`src/verilog/srsc_pkg.sv`:
```
`default_nettype none
package srsc_pkg;
    localparam int          NUM_DS_PORTS      = 3;
    localparam int          MODE_W            = 3;
    localparam int          ADDR_STRAP_W      = 4;
    localparam logic [2:0]  MODE_NORMAL       = 3'h0;
    localparam logic [2:0]  MODE_EEPROM_INIT  = 3'h1;
    localparam int          CLK_HZ            = 50000000;
    localparam int          SMB_SLOW_HZ       = 100000;
    localparam int          SMB_FAST_HZ       = 400000;
    localparam logic [9:0]  SMB_SLOW_DIV      = 10'(CLK_HZ / SMB_SLOW_HZ);
    localparam logic [9:0]  SMB_FAST_DIV      = 10'(CLK_HZ / SMB_FAST_HZ);
    localparam logic [6:0]  EEPROM_BASE_ADDR  = 7'h50;
    localparam logic [15:0] EEPROM_TIMEOUT    = 16'hffff;

    typedef enum logic [2:0] {
        SRSC_ST_RESET = 3'b000,
        SRSC_ST_HOLD  = 3'b001,
        SRSC_ST_LOAD  = 3'b010,
        SRSC_ST_RUN   = 3'b011,
        SRSC_ST_RSVD  = 3'b100
    } srsc_state_t;
endpackage
`default_nettype wire

```
`src/verilog/srsc_top.sv`:
```
`timescale 1ns/100ps
`default_nettype none
module srsc_top
    import srsc_pkg::*;
#(
    parameter int NUM_DS = srsc_pkg::NUM_DS_PORTS
) (
    // Clock and reset
    input  wire logic                              i_sys_clk,
    input  wire logic                              i_reset_n,
    // Strap pins
    input  wire logic                              i_downstream_common_clock_strap,
    input  wire logic                              i_upstream_common_clock_strap,
    input  wire logic                              i_master_smbus_slow_strap,
    input  wire logic                              i_reset_hold_strap,
    input  wire logic [srsc_pkg::MODE_W-1:0]       i_switch_mode_strap,
    input  wire logic [srsc_pkg::ADDR_STRAP_W-1:0] i_eeprom_address_strap,
    // Slot clock bit writes from the register path
    input  wire logic [NUM_DS-1:0]                 i_ds_sclk_wr,
    input  wire logic [NUM_DS-1:0]                 i_ds_sclk_wdata,
    input  wire logic                              i_us_sclk_wr,
    input  wire logic                              i_us_sclk_wdata,
    // Reset-hold bit clear from an SMBus master
    input  wire logic                              i_hold_clear,
    // EEPROM loader handshake
    input  wire logic                              i_eeprom_done,
    // Outputs
    output logic [NUM_DS-1:0]                      o_ds_slot_clock,
    output logic                                   o_us_slot_clock,
    output logic [9:0]                             o_smbus_clk_div,
    output logic                                   o_smbus_active,
    output logic                                   o_core_reset_n,
    output logic                                   o_switch_run,
    output logic                                   o_reset_hold_bit,
    output logic                                   o_eeprom_start,
    output logic [6:0]                             o_eeprom_addr,
    output logic                                   o_mode_reserved
);
    typedef struct packed {
        logic [NUM_DS-1:0] ds_sclk;
        logic              us_sclk;
        logic              slow;
        logic [MODE_W-1:0] mode;
        logic [6:0]        eaddr;
        logic              hold;
        logic              start;
        srsc_state_t       st;
        logic [9:0]        div;
        logic              core_rst_n;
        logic              run;
        logic              rsvd;
        logic              active;
    } srsc_regs_t;

    srsc_regs_t r_q;
    srsc_regs_t r_d;
    logic [1:0] rst_sync_q;
    logic       rst_n;
    logic [MODE_W+ADDR_STRAP_W+3:0] straps_raw;
    logic [MODE_W+ADDR_STRAP_W+3:0] straps_s;
    logic       ds_cc_s;
    logic       us_cc_s;
    logic       slow_s;
    logic       hold_s;
    logic [MODE_W-1:0] mode_s;
    logic [ADDR_STRAP_W-1:0] addr_s;

    always_ff @(posedge i_sys_clk or negedge i_reset_n) begin
        if (!i_reset_n) begin
            rst_sync_q <= 2'h0;
        end else begin
            rst_sync_q <= {rst_sync_q[0], 1'b1};
        end
    end
    assign rst_n = rst_sync_q[1];

    assign straps_raw = {i_downstream_common_clock_strap, i_upstream_common_clock_strap,
                         i_master_smbus_slow_strap, i_reset_hold_strap, i_switch_mode_strap,
                         i_eeprom_address_strap};

    srsc_strap_sync #(
        .WIDTH ($bits(straps_raw))
    ) u_sync (
        .i_sys_clk (i_sys_clk),
        .i_rst_n   (i_reset_n),
        .i_async   (straps_raw),
        .o_sync    (straps_s)
    );

    assign addr_s  = straps_s[ADDR_STRAP_W-1:0];
    assign mode_s  = straps_s[ADDR_STRAP_W +: MODE_W];
    assign hold_s  = straps_s[ADDR_STRAP_W+MODE_W];
    assign slow_s  = straps_s[ADDR_STRAP_W+MODE_W+1];
    assign us_cc_s = straps_s[ADDR_STRAP_W+MODE_W+2];
    assign ds_cc_s = straps_s[ADDR_STRAP_W+MODE_W+3];

    always_comb begin
        r_d       = r_q;
        r_d.start = 1'b0;
        unique case (r_q.st)
            SRSC_ST_RESET: begin
                r_d.slow = slow_s;
                r_d.mode = mode_s;
                r_d.eaddr = {EEPROM_BASE_ADDR[6:4], addr_s};
                r_d.hold = hold_s;
                r_d.rsvd = (mode_s != MODE_NORMAL) && (mode_s != MODE_EEPROM_INIT);
                r_d.ds_sclk = {NUM_DS{ds_cc_s}};
                r_d.us_sclk = us_cc_s;
                r_d.div = slow_s ? SMB_SLOW_DIV : SMB_FAST_DIV;
                r_d.st = hold_s ? SRSC_ST_HOLD : SRSC_ST_LOAD;
            end
            SRSC_ST_HOLD: begin
                if (i_hold_clear) begin
                    r_d.hold = 1'b0;
                    r_d.st   = SRSC_ST_LOAD;
                end
            end
            SRSC_ST_LOAD: begin
                if (r_q.mode == MODE_EEPROM_INIT) begin
                    r_d.start = 1'b1;
                    r_d.st    = SRSC_ST_RSVD;
                end else begin
                    r_d.st = SRSC_ST_RUN;
                end
            end
            SRSC_ST_RSVD: begin
                if (i_eeprom_done) begin
                    r_d.st = SRSC_ST_RUN;
                end
            end
            SRSC_ST_RUN: begin
                r_d.st = SRSC_ST_RUN;
            end
            default: begin
                r_d.st = SRSC_ST_RESET;
            end
        endcase
        for (int i = 0; i < NUM_DS; i++) begin
            if (i_ds_sclk_wr[i] && r_q.st != SRSC_ST_RESET) begin
                r_d.ds_sclk[i] = i_ds_sclk_wdata[i];
            end
        end
        if (i_us_sclk_wr && r_q.st != SRSC_ST_RESET) begin
            r_d.us_sclk = i_us_sclk_wdata;
        end
        r_d.run        = (r_d.st == SRSC_ST_RUN);
        r_d.core_rst_n = (r_d.st == SRSC_ST_RUN) || (r_d.st == SRSC_ST_RSVD);
        r_d.active     = (r_d.st != SRSC_ST_RESET);
    end

    always_ff @(posedge i_sys_clk or negedge rst_n) begin
        if (!rst_n) begin
            r_q <= '0;
        end else begin
            r_q <= r_d;
        end
    end

    assign o_ds_slot_clock  = r_q.ds_sclk;
    assign o_us_slot_clock  = r_q.us_sclk;
    assign o_smbus_clk_div  = r_q.div;
    assign o_smbus_active   = r_q.active;
    assign o_core_reset_n   = r_q.core_rst_n;
    assign o_switch_run     = r_q.run;
    assign o_reset_hold_bit = r_q.hold;
    assign o_eeprom_start   = r_q.start;
    assign o_eeprom_addr    = r_q.eaddr;
    assign o_mode_reserved  = r_q.rsvd;

    generate
        for (genvar g = 0; g < NUM_DS; g++) begin : g_ds_chk

        end
    endgenerate
endmodule // srsc_top
`default_nettype wire

```
`src/verilog/srsc_strap_sync.sv`:
```
`timescale 1ns/100ps
`default_nettype none
module srsc_strap_sync #(
    parameter int WIDTH = 1
) (
    input  wire logic             i_sys_clk,
    input  wire logic             i_rst_n,
    input  wire logic [WIDTH-1:0] i_async,
    output logic      [WIDTH-1:0] o_sync
);
    logic [WIDTH-1:0] meta_q;
    logic [WIDTH-1:0] sync_q;

    // Two-stage synchroniser per bit
    generate
        for (genvar g = 0; g < WIDTH; g++) begin : g_bit
            always_ff @(posedge i_sys_clk or negedge i_rst_n) begin
                if (!i_rst_n) begin
                    meta_q[g] <= 1'b0;
                    sync_q[g] <= 1'b0;
                end else begin
                    meta_q[g] <= i_async[g];
                    sync_q[g] <= meta_q[g];
                end
            end
        end
    endgenerate

    assign o_sync = sync_q;
endmodule // srsc_strap_sync
`default_nettype wire

```
`config.mk`:
```
export PLATFORM = sky130hd
export DESIGN_NAME = srsc_top
export DESIGN_NICKNAME = d
export VERILOG_FILES = /design/src/verilog/srsc_pkg.sv /design/src/verilog/srsc_top.sv /design/src/verilog/srsc_strap_sync.sv
export SDC_FILE = /design/constraint.sdc
export NUM_CORES = 1
export LEC_CHECK = 0
export CAP_MARGIN = 20
export CORE_MARGIN = 2
export CORE_UTILIZATION = 60
export DETAILED_ROUTE_END_ITERATION = 10
export DONT_BUFFER_PORTS = 1
export GPL_TIMING_DRIVEN = 0
export PLACE_DENSITY = 0.87
export RECOVER_POWER = 50
export SYNTH_ARGS = -nofsm -noshare
export SYNTH_HDL_FRONTEND = slang
export SYNTH_SLANG_ARGS = --single-unit
```
`constraint.sdc`:
```
create_clock -name i_sys_clk -period 1 [get_ports i_sys_clk]
set_input_delay 0 -clock i_sys_clk [delete_from_list [all_inputs] [get_ports i_sys_clk]]
set_output_delay 0 -clock i_sys_clk [all_outputs]
set_load 0.02 [all_outputs]
```
==> results of run 1 <==
-- how the worst min path moves through the flow --
| stage | startpoint | endpoint | slack (ps) |
|---|---|---|---|
| finish | i_eeprom_address_strap[2] | u_sync.meta_q[2] | 190 |
| detailed placement | i_reset_n | u_sync.meta_q[0] | -300 |
| floorplan | i_reset_n | rst_sync_q[0] | -300 |
| CTS | i_eeprom_address_strap[3] | u_sync.meta_q[3] | 180 |
| global route | i_eeprom_address_strap[3] | u_sync.meta_q[3] | 180 |
| global placement | i_reset_n | u_sync.meta_q[0] | -300 |
-- metal layers --
layer	GRT usage (%)	vias up	share of wire [%]
li1	-	502	-
met1	22.2	563	36
met2	38.3	45	58
met3	4.76	5	5.1
met4	4.98	0	0.76
met5	0	-	0
-- logic make-up after synthesis --
kind of cell / count (synthesis)
AND/OR/NAND/NOR: 41
multiplexers: 5
other: 2
flip-flops: 47
AO/OA/AOI/OAI: 15
buffers and inverters: 28
-- state kept, by name, indices dropped and copies added, names as in the netlist, 2 cells and up --
signal,count
u_sync.o_sync,11
o_eeprom_addr,4
rst_sync_q,2
o_ds_slot_clock,3
o_smbus_clk_div,3
r_q,6
u_sync.meta_q,11
-- cell usage after synthesis --
cell type   n
o21ai_0     6
a31oi_1     1
nor2_2      1
mux2_2      1
conb_1      2
o41ai_1     1
nor3b_1     2
buf_2       4
a21oi_2     3
or3_1       1
inv_1       2
mux2i_1     4
o221ai_1    1
nand2_1    27
dfrtp_1    47
o211ai_1    1
buf_4      20
nand2b_1    2
nand3_1     1
nor2_1      3
nor3_1      2
o21ai_1     1
buf_6       2
a22o_1      1
nor2b_1     2
-- cell type report --
class / instances / area [sq um]
Clock inverter: 3 / 23.8
Fill cell: 99 / 323
Sequential cell: 47 / 1180
Timing Repair Buffer: 35 / 387
Tap cell: 31 / 38.8
Multi-Input combinational cell: 65 / 519
Buffer: 23 / 214
Inverter: 2 / 7.51
Clock buffer: 5 / 37.5
-- repair_timing --
| item | in CTS | in global routing |
|---|---|---|
| gates resized for setup | 35 | 42 |
| setup buffers | 6 | 3 |
| hold buffers | 22 | 1 |
| hold endpoints to repair | 43 | 2 |
| cloned | 1 | 1 |
| endpoints found under the setup margin | 28 | 28 |
| pin swaps | 10 | 13 |
-- critical path, cell delays in order, from the launching register on --
cell and delay, ps:
dfrtp_2 450, or3_4 460, buf_8 180, nand2_4 70
nand2_2 40
-- metrics by stage --
| step | hold slack, ps | worst slack (ps) |
|---|---|---|
| 2_1_floorplan | -296 | -300 |
| 3_3_place_gp | -295 | -347 |
| 3_5_place_dp | -295 | -393 |
| 4_1_cts | 181 | -293 |
| 5_1_grt | 175 | -326 |
| 6_report | 192 | -316 |
-- power breakdown --
part | leakage (nW) | total (W) | switching [W] | internal (W)
Clock | 0.0278 | 0.000900 | 0.000617 | 0.000283
Sequential | 0.554 | 0.00202 | 0.0000501 | 0.00196
Combinational | 0.540 | 0.000200 | 0.0000832 | 0.000116
-- cell usage in the layout, fill, tap and decap left out, types with 2 or more instances in the layout --
| master | instances |
|---|---|
| mux2i_1 | 4 |
| o21ai_1 | 5 |
| buf_6 | 16 |
| a21oi_2 | 3 |
| conb_1 | 4 |
| dfrtp_1 | 41 |
| nand2_2 | 8 |
| nor2_2 | 2 |
| dlygate4sd3_1 | 23 |
| dfrtp_2 | 6 |
| clkbuf_4 | 5 |
| nand2_1 | 11 |
| inv_1 | 2 |
| nand2_4 | 8 |
| buf_16 | 2 |
| buf_4 | 16 |
| clkinvlp_4 | 2 |
==> out/qor.csv, run 1 <==
stage,metric,value,unit
drt,routedWlPerCell,17.4,microns
logic_synthesis,synthXorXnorAreaFrac,0,%
logic_synthesis,synthMuxAreaShare,2.99,%
sta,finalCriticalPeriod,1320,ps
clock_network,cts-buffers-inserted,5,
clock_network,root_buffer,clkbuf_4,
layout,nets,202,
placed_design,dp_hpwl,1670,microns
power,ir_drop,1.41,mV
die,start_util,62.8,%
critical_path,r2r_slack,-320,ps
drt,drc,0,
status,status,"complete, but fails checks",
die,rows,19,
logic_synthesis,synth-compound-area-share,5.90,%
drt,num_vias,1115,
clock_network,cts_htree_levels,2,
drt,drtPass1Iterations,4,
global_routing,antenna_found_initial,0,
run,maxCapViolations,0,
sta,fmax,0.760,GHz
logic_synthesis,synth_top_family_by_area,buffers and inverters,
clock_network,max-clock-path-buffers,2,
critical_path,required,1250,ps
logic_synthesis,synth_cells,138,
clock_network,worstSkewPairLatency,360,ps
layout,layout-drive-gt1-share,45.6,%
drt,wl,3680,microns
die,placeableCoreArea,2730,sq um
die,fp.dieH,57.5,microns
power,powerDensity,1290,nW/um^2
status,violations,negative setup slack,
layout,final_cells,211,
critical_path,r2r_end,o_mode_reserved,
logic_synthesis,synth-seq-area-share,68.5,%
sta,setup_ws,-316,ps
critical_path,start_kind,flop,
min_path,hold_path_class,input port to flop,
global_routing,grt_pass1_vias,1076,
power,p_total,0.00311,W
die,die_w,57.5,microns
placed_design,gp_congestion,0.774,
sta,finalClockSkew,22.6,ps
clock_network,cts_tree,yes,
placed_design,place_inst,171,
logic_synthesis,synthAdderAreaFrac,0,%
min_path,whs_path_depth,1,
die,dieArea,3310,sq um
sta,hold_violations,0,
critical_path,r2r_start,r_q[15],
global_routing,grt_pass1_wl,4910,microns
logic_synthesis,synth_top_area_cell,dfrtp_1,
drt,antenna_left,0,
logic_synthesis,synth.distinct_cells,25,
clock_network,clk_pin_slew_worst_paths,150,ps
logic_synthesis,synth_simple_gate_area_share,10.5,%
layout,finalInstanceArea,2410,sq um
sta,finalCritPeriodShare,132,%
critical_path,cp-startpoint,r_q[15],
logic_synthesis,synth_top_area_share,68.5,%
critical_path,cp-endpoint,o_mode_reserved,
logic_synthesis,syn_area_per_cell,12.4,sq um
layout,syn_to_final_growth,40.5,%
sta,setup-tns-final,-5050,ps
drt,viasPerCell,5.28,
logic_synthesis,yosys_warnings,0,
die,pin_count,50,
layout,diodes,0,
global_routing,grt_usage,20.1,%
clock_network,cts.sink_count,47,
logic_synthesis,synth.area.top_cells,"dfrtp_1 (69%), buf_4 (8.7%), nand2_1 (5.9%)",
sta,rsz0062_at_grt,true,
logic_synthesis,syn_area,1720,sq um
layout,fin_util,88.2,%
critical_path,path_max_fanout,5,
power,leakagePower,1.12,nW
drt,drtIter0Drc,20,
placed_design,dpl-instance-area,1760,sq um
critical_path,path_class,flop to flop,
logic_synthesis,synth-seq-cells,47,
critical_path,setup.worst_path.end_class,flop,
sta,setup_viol,28,
global_routing,grt_max_degree,25,
sta,maxSlewViolCount,0,
critical_path,r2r_cells,4,
placed_design,io_buffers,0,
global_routing,overflow,0,
critical_path,worst_ep_arrival_time,1570,ps
(Power assumes the default switching activity.)
==> run 2: changes to the inputs <==
Settings changed: CORE_UTILIZATION 60 to 64, CTS_BUF_LIST set to sky130_fd_sc_hd__clkbuf_4, PLACE_DENSITY 0.87 to 0.91.
==> out/qor.csv, run 2 (synthesis results as in run 1) <==
stage,metric,value,unit,change
clock_network,max-clock-path-buffers,2,,unchanged
sta,finalCriticalPeriod,1370,ps,was 1320 ps
sta,finalCritPeriodShare,137,%,was 132%
drt,antenna_left,0,,unchanged
run,maxCapViolations,0,,unchanged
sta,rsz0062_at_grt,true,,unchanged
clock_network,cts.sink_count,47,,unchanged
placed_design,place_inst,170,,was 171
sta,setup_ws,-372,ps,was -316 ps
clock_network,clk_pin_slew_worst_paths,140,ps,was 150 ps
layout,final_cell_mix,"dfrtp_1 (43), dlygate4sd3_1 (23), buf_4 (21)",,"was dfrtp_1 (41), dlygate4sd3_1 (23), buf_6 (16), buf_4 (16), nand2_1 (11)"
status,violations,negative setup slack,,unchanged
layout,layout-drive-gt1-share,41.5,%,was 45.6%
clock_network,cts_htree_levels,2,,unchanged
sta,setup-tns-final,-5840,ps,was -5050 ps
critical_path,r2r_slack,-370,ps,was -320 ps
drt,wl,4350,microns,was 3680 microns
die,placeableCoreArea,2500,sq um,was 2730 sq um
clock_network,cts_tree,yes,,unchanged
clock_network,cts-buffers-inserted,5,,unchanged
die,pin_count,50,,unchanged
sta,finalClockSkew,22.3,ps,was 22.6 ps
power,powerDensity,1290,nW/um^2,about the same
placed_design,dp_hpwl,1750,microns,was 1670 microns
placed_design,dpl-instance-area,1760,sq um,about the same
global_routing,grt_pass1_vias,1096,,"was 1,076"
drt,drc,0,,unchanged
placed_design,gp_congestion,0.826,,was 0.774
status,status,"complete, but fails checks",,unchanged
critical_path,path_class,flop to flop,,unchanged
die,fp.dieH,55.8,microns,was 57.5 microns
layout,diodes,0,,unchanged
clock_network,worstSkewPairLatency,370,ps,was 360 ps
global_routing,antenna_found_initial,0,,unchanged
die,dieArea,3110,sq um,was 3310 sq um
critical_path,setup.worst_path.end_class,flop,,unchanged
die,start_util,68.7,%,was 62.8%
critical_path,required,1320,ps,was 1250 ps
die,rows,18,,was 19
sta,fmax,0.729,GHz,was 0.760 GHz
die,die_w,55.8,microns,was 57.5 microns
layout,layout_commonest_cell,dfrtp_1,,unchanged
drt,routedWlPerCell,20.4,microns,was 17.4 microns
layout,final_cells,213,,was 211
layout,regArea,1180,sq um,about the same
sta,maxSlewViolCount,0,,unchanged
clock_network,root_buffer,clkbuf_4,,unchanged
critical_path,worst_ep_arrival_time,1690,ps,was 1570 ps
drt,num_vias,1219,,"was 1,115"
placed_design,io_buffers,0,,unchanged
drt,viasPerCell,5.72,,was 5.28
global_routing,grt_pass1_wl,5350,microns,was 4910 microns
global_routing,grt_usage,23.8,%,was 20.1%
layout,nets,205,,was 202
layout,finalInstanceArea,2370,sq um,was 2410 sq um
drt,drtIter0Drc,60,,was 20
layout,num-fill-cells,58,,was 99
critical_path,start_kind,flop,,unchanged
power,ir_drop,1.49,mV,was 1.41 mV
global_routing,grt_max_degree,25,,unchanged
layout,syn_to_final_growth,38.0,%,was 40.5%
sta,hold_violations,0,,unchanged
min_path,hold_path_class,input port to flop,,unchanged
critical_path,path_max_fanout,5,,unchanged
power,leakagePower,1.13,nW,was 1.12 nW
sta,setup_viol,30,,was 28
global_routing,overflow,0,,unchanged
drt,drtPass1Iterations,4,,unchanged
layout,multi_input_area,493,sq um,was 519 sq um
run 2: cell types whose count changed in the layout (fill, tap and decap cells not counted), moves of 2 or more:
cell and change:
nor2_2 -2, clkinv_2 +3, nand2_4 -4, buf_4 +5, dfrtp_2 -2, buf_6 -3
dfrtp_1 +2, nand2_1 +4, clkinvlp_4 -2
run 2: layout make-up:
cell class / instances / area share (%)
flip-flops and latches: 47 / 49.9
clock buffers: 5 / 1.58
repair buffers: 37 / 15.5
multi-input cells: 65 / 20.8
plain buffers: 24 / 9.67
inverters: 2 / 0.317
well taps: 30 / 1.58
clock inverters: 3 / 0.634
run 2: critical path, cell delays in order (launching register included):
cell     delay [ps]
dfrtp_1         400
buf_6           120
buf_4           150
nor3_4          250
buf_2           230
o21ai_1         100
nand2_1          80
run 2: metal layers:
metal | GRT usage (%) | wire (microns) | up-vias
met5 | 0 | 0 | -
met4 | 9.06 | 85 | 0
met3 | 8.14 | 270 | 12
met2 | 42.3 | 2470 | 77
met1 | 26.2 | 1530 | 623
li1 | - | - | 507
run 2: worst paths after layout:
check,from,cells after the start,to
worst max-delay path,r_q[15],6,o_mode_reserved
min in group asynchronous,rst_sync_q[1],0,o_reset_hold_bit
worst min register to register,rst_sync_q[1],0,o_reset_hold_bit
worst max register to register,r_q[15],6,o_mode_reserved
worst min-delay path,i_switch_mode_strap[2],1,u_sync.meta_q[6]
max in group asynchronous,i_reset_n,3,rst_sync_q[1]
run 2: stage by stage:
| stage | setup slack (ps) | hold slack [ps] | total power, W | utilization, % |
|---|---|---|---|---|
| after CTS | -368 | 191 | 0.00303 | 87.1 |
| after floorplan | -300 | -296 | 0.00212 | - |
| final | -372 | 192 | 0.00307 | 94.7 |
| after global placement | -345 | -295 | 0.00213 | 70.5 |
| after global routing | -431 | 178 | 0.00318 | 94.7 |
| after detailed placement | -393 | -295 | 0.00214 | 70.5 |
run 2: repair_timing:
item,in CTS,in global routing
endpoints found under the hold margin,43,1
gates resized for setup,25,37
hold buffers,22,1
pin swaps,13,4
endpoints found under the setup margin,28,30
cloned,1,1
buffers inserted,5,6
run 2: power by group:
| group | leakage [nW] | total, W | switching [W] | internal (W) |
|---|---|---|---|---|
| sequential | 0.556 | 0.00202 | 0.0000532 | 0.00196 |
| clock | 0.0347 | 0.000845 | 0.000583 | 0.000263 |
| combinational | 0.537 | 0.000204 | 0.0000898 | 0.000114 |
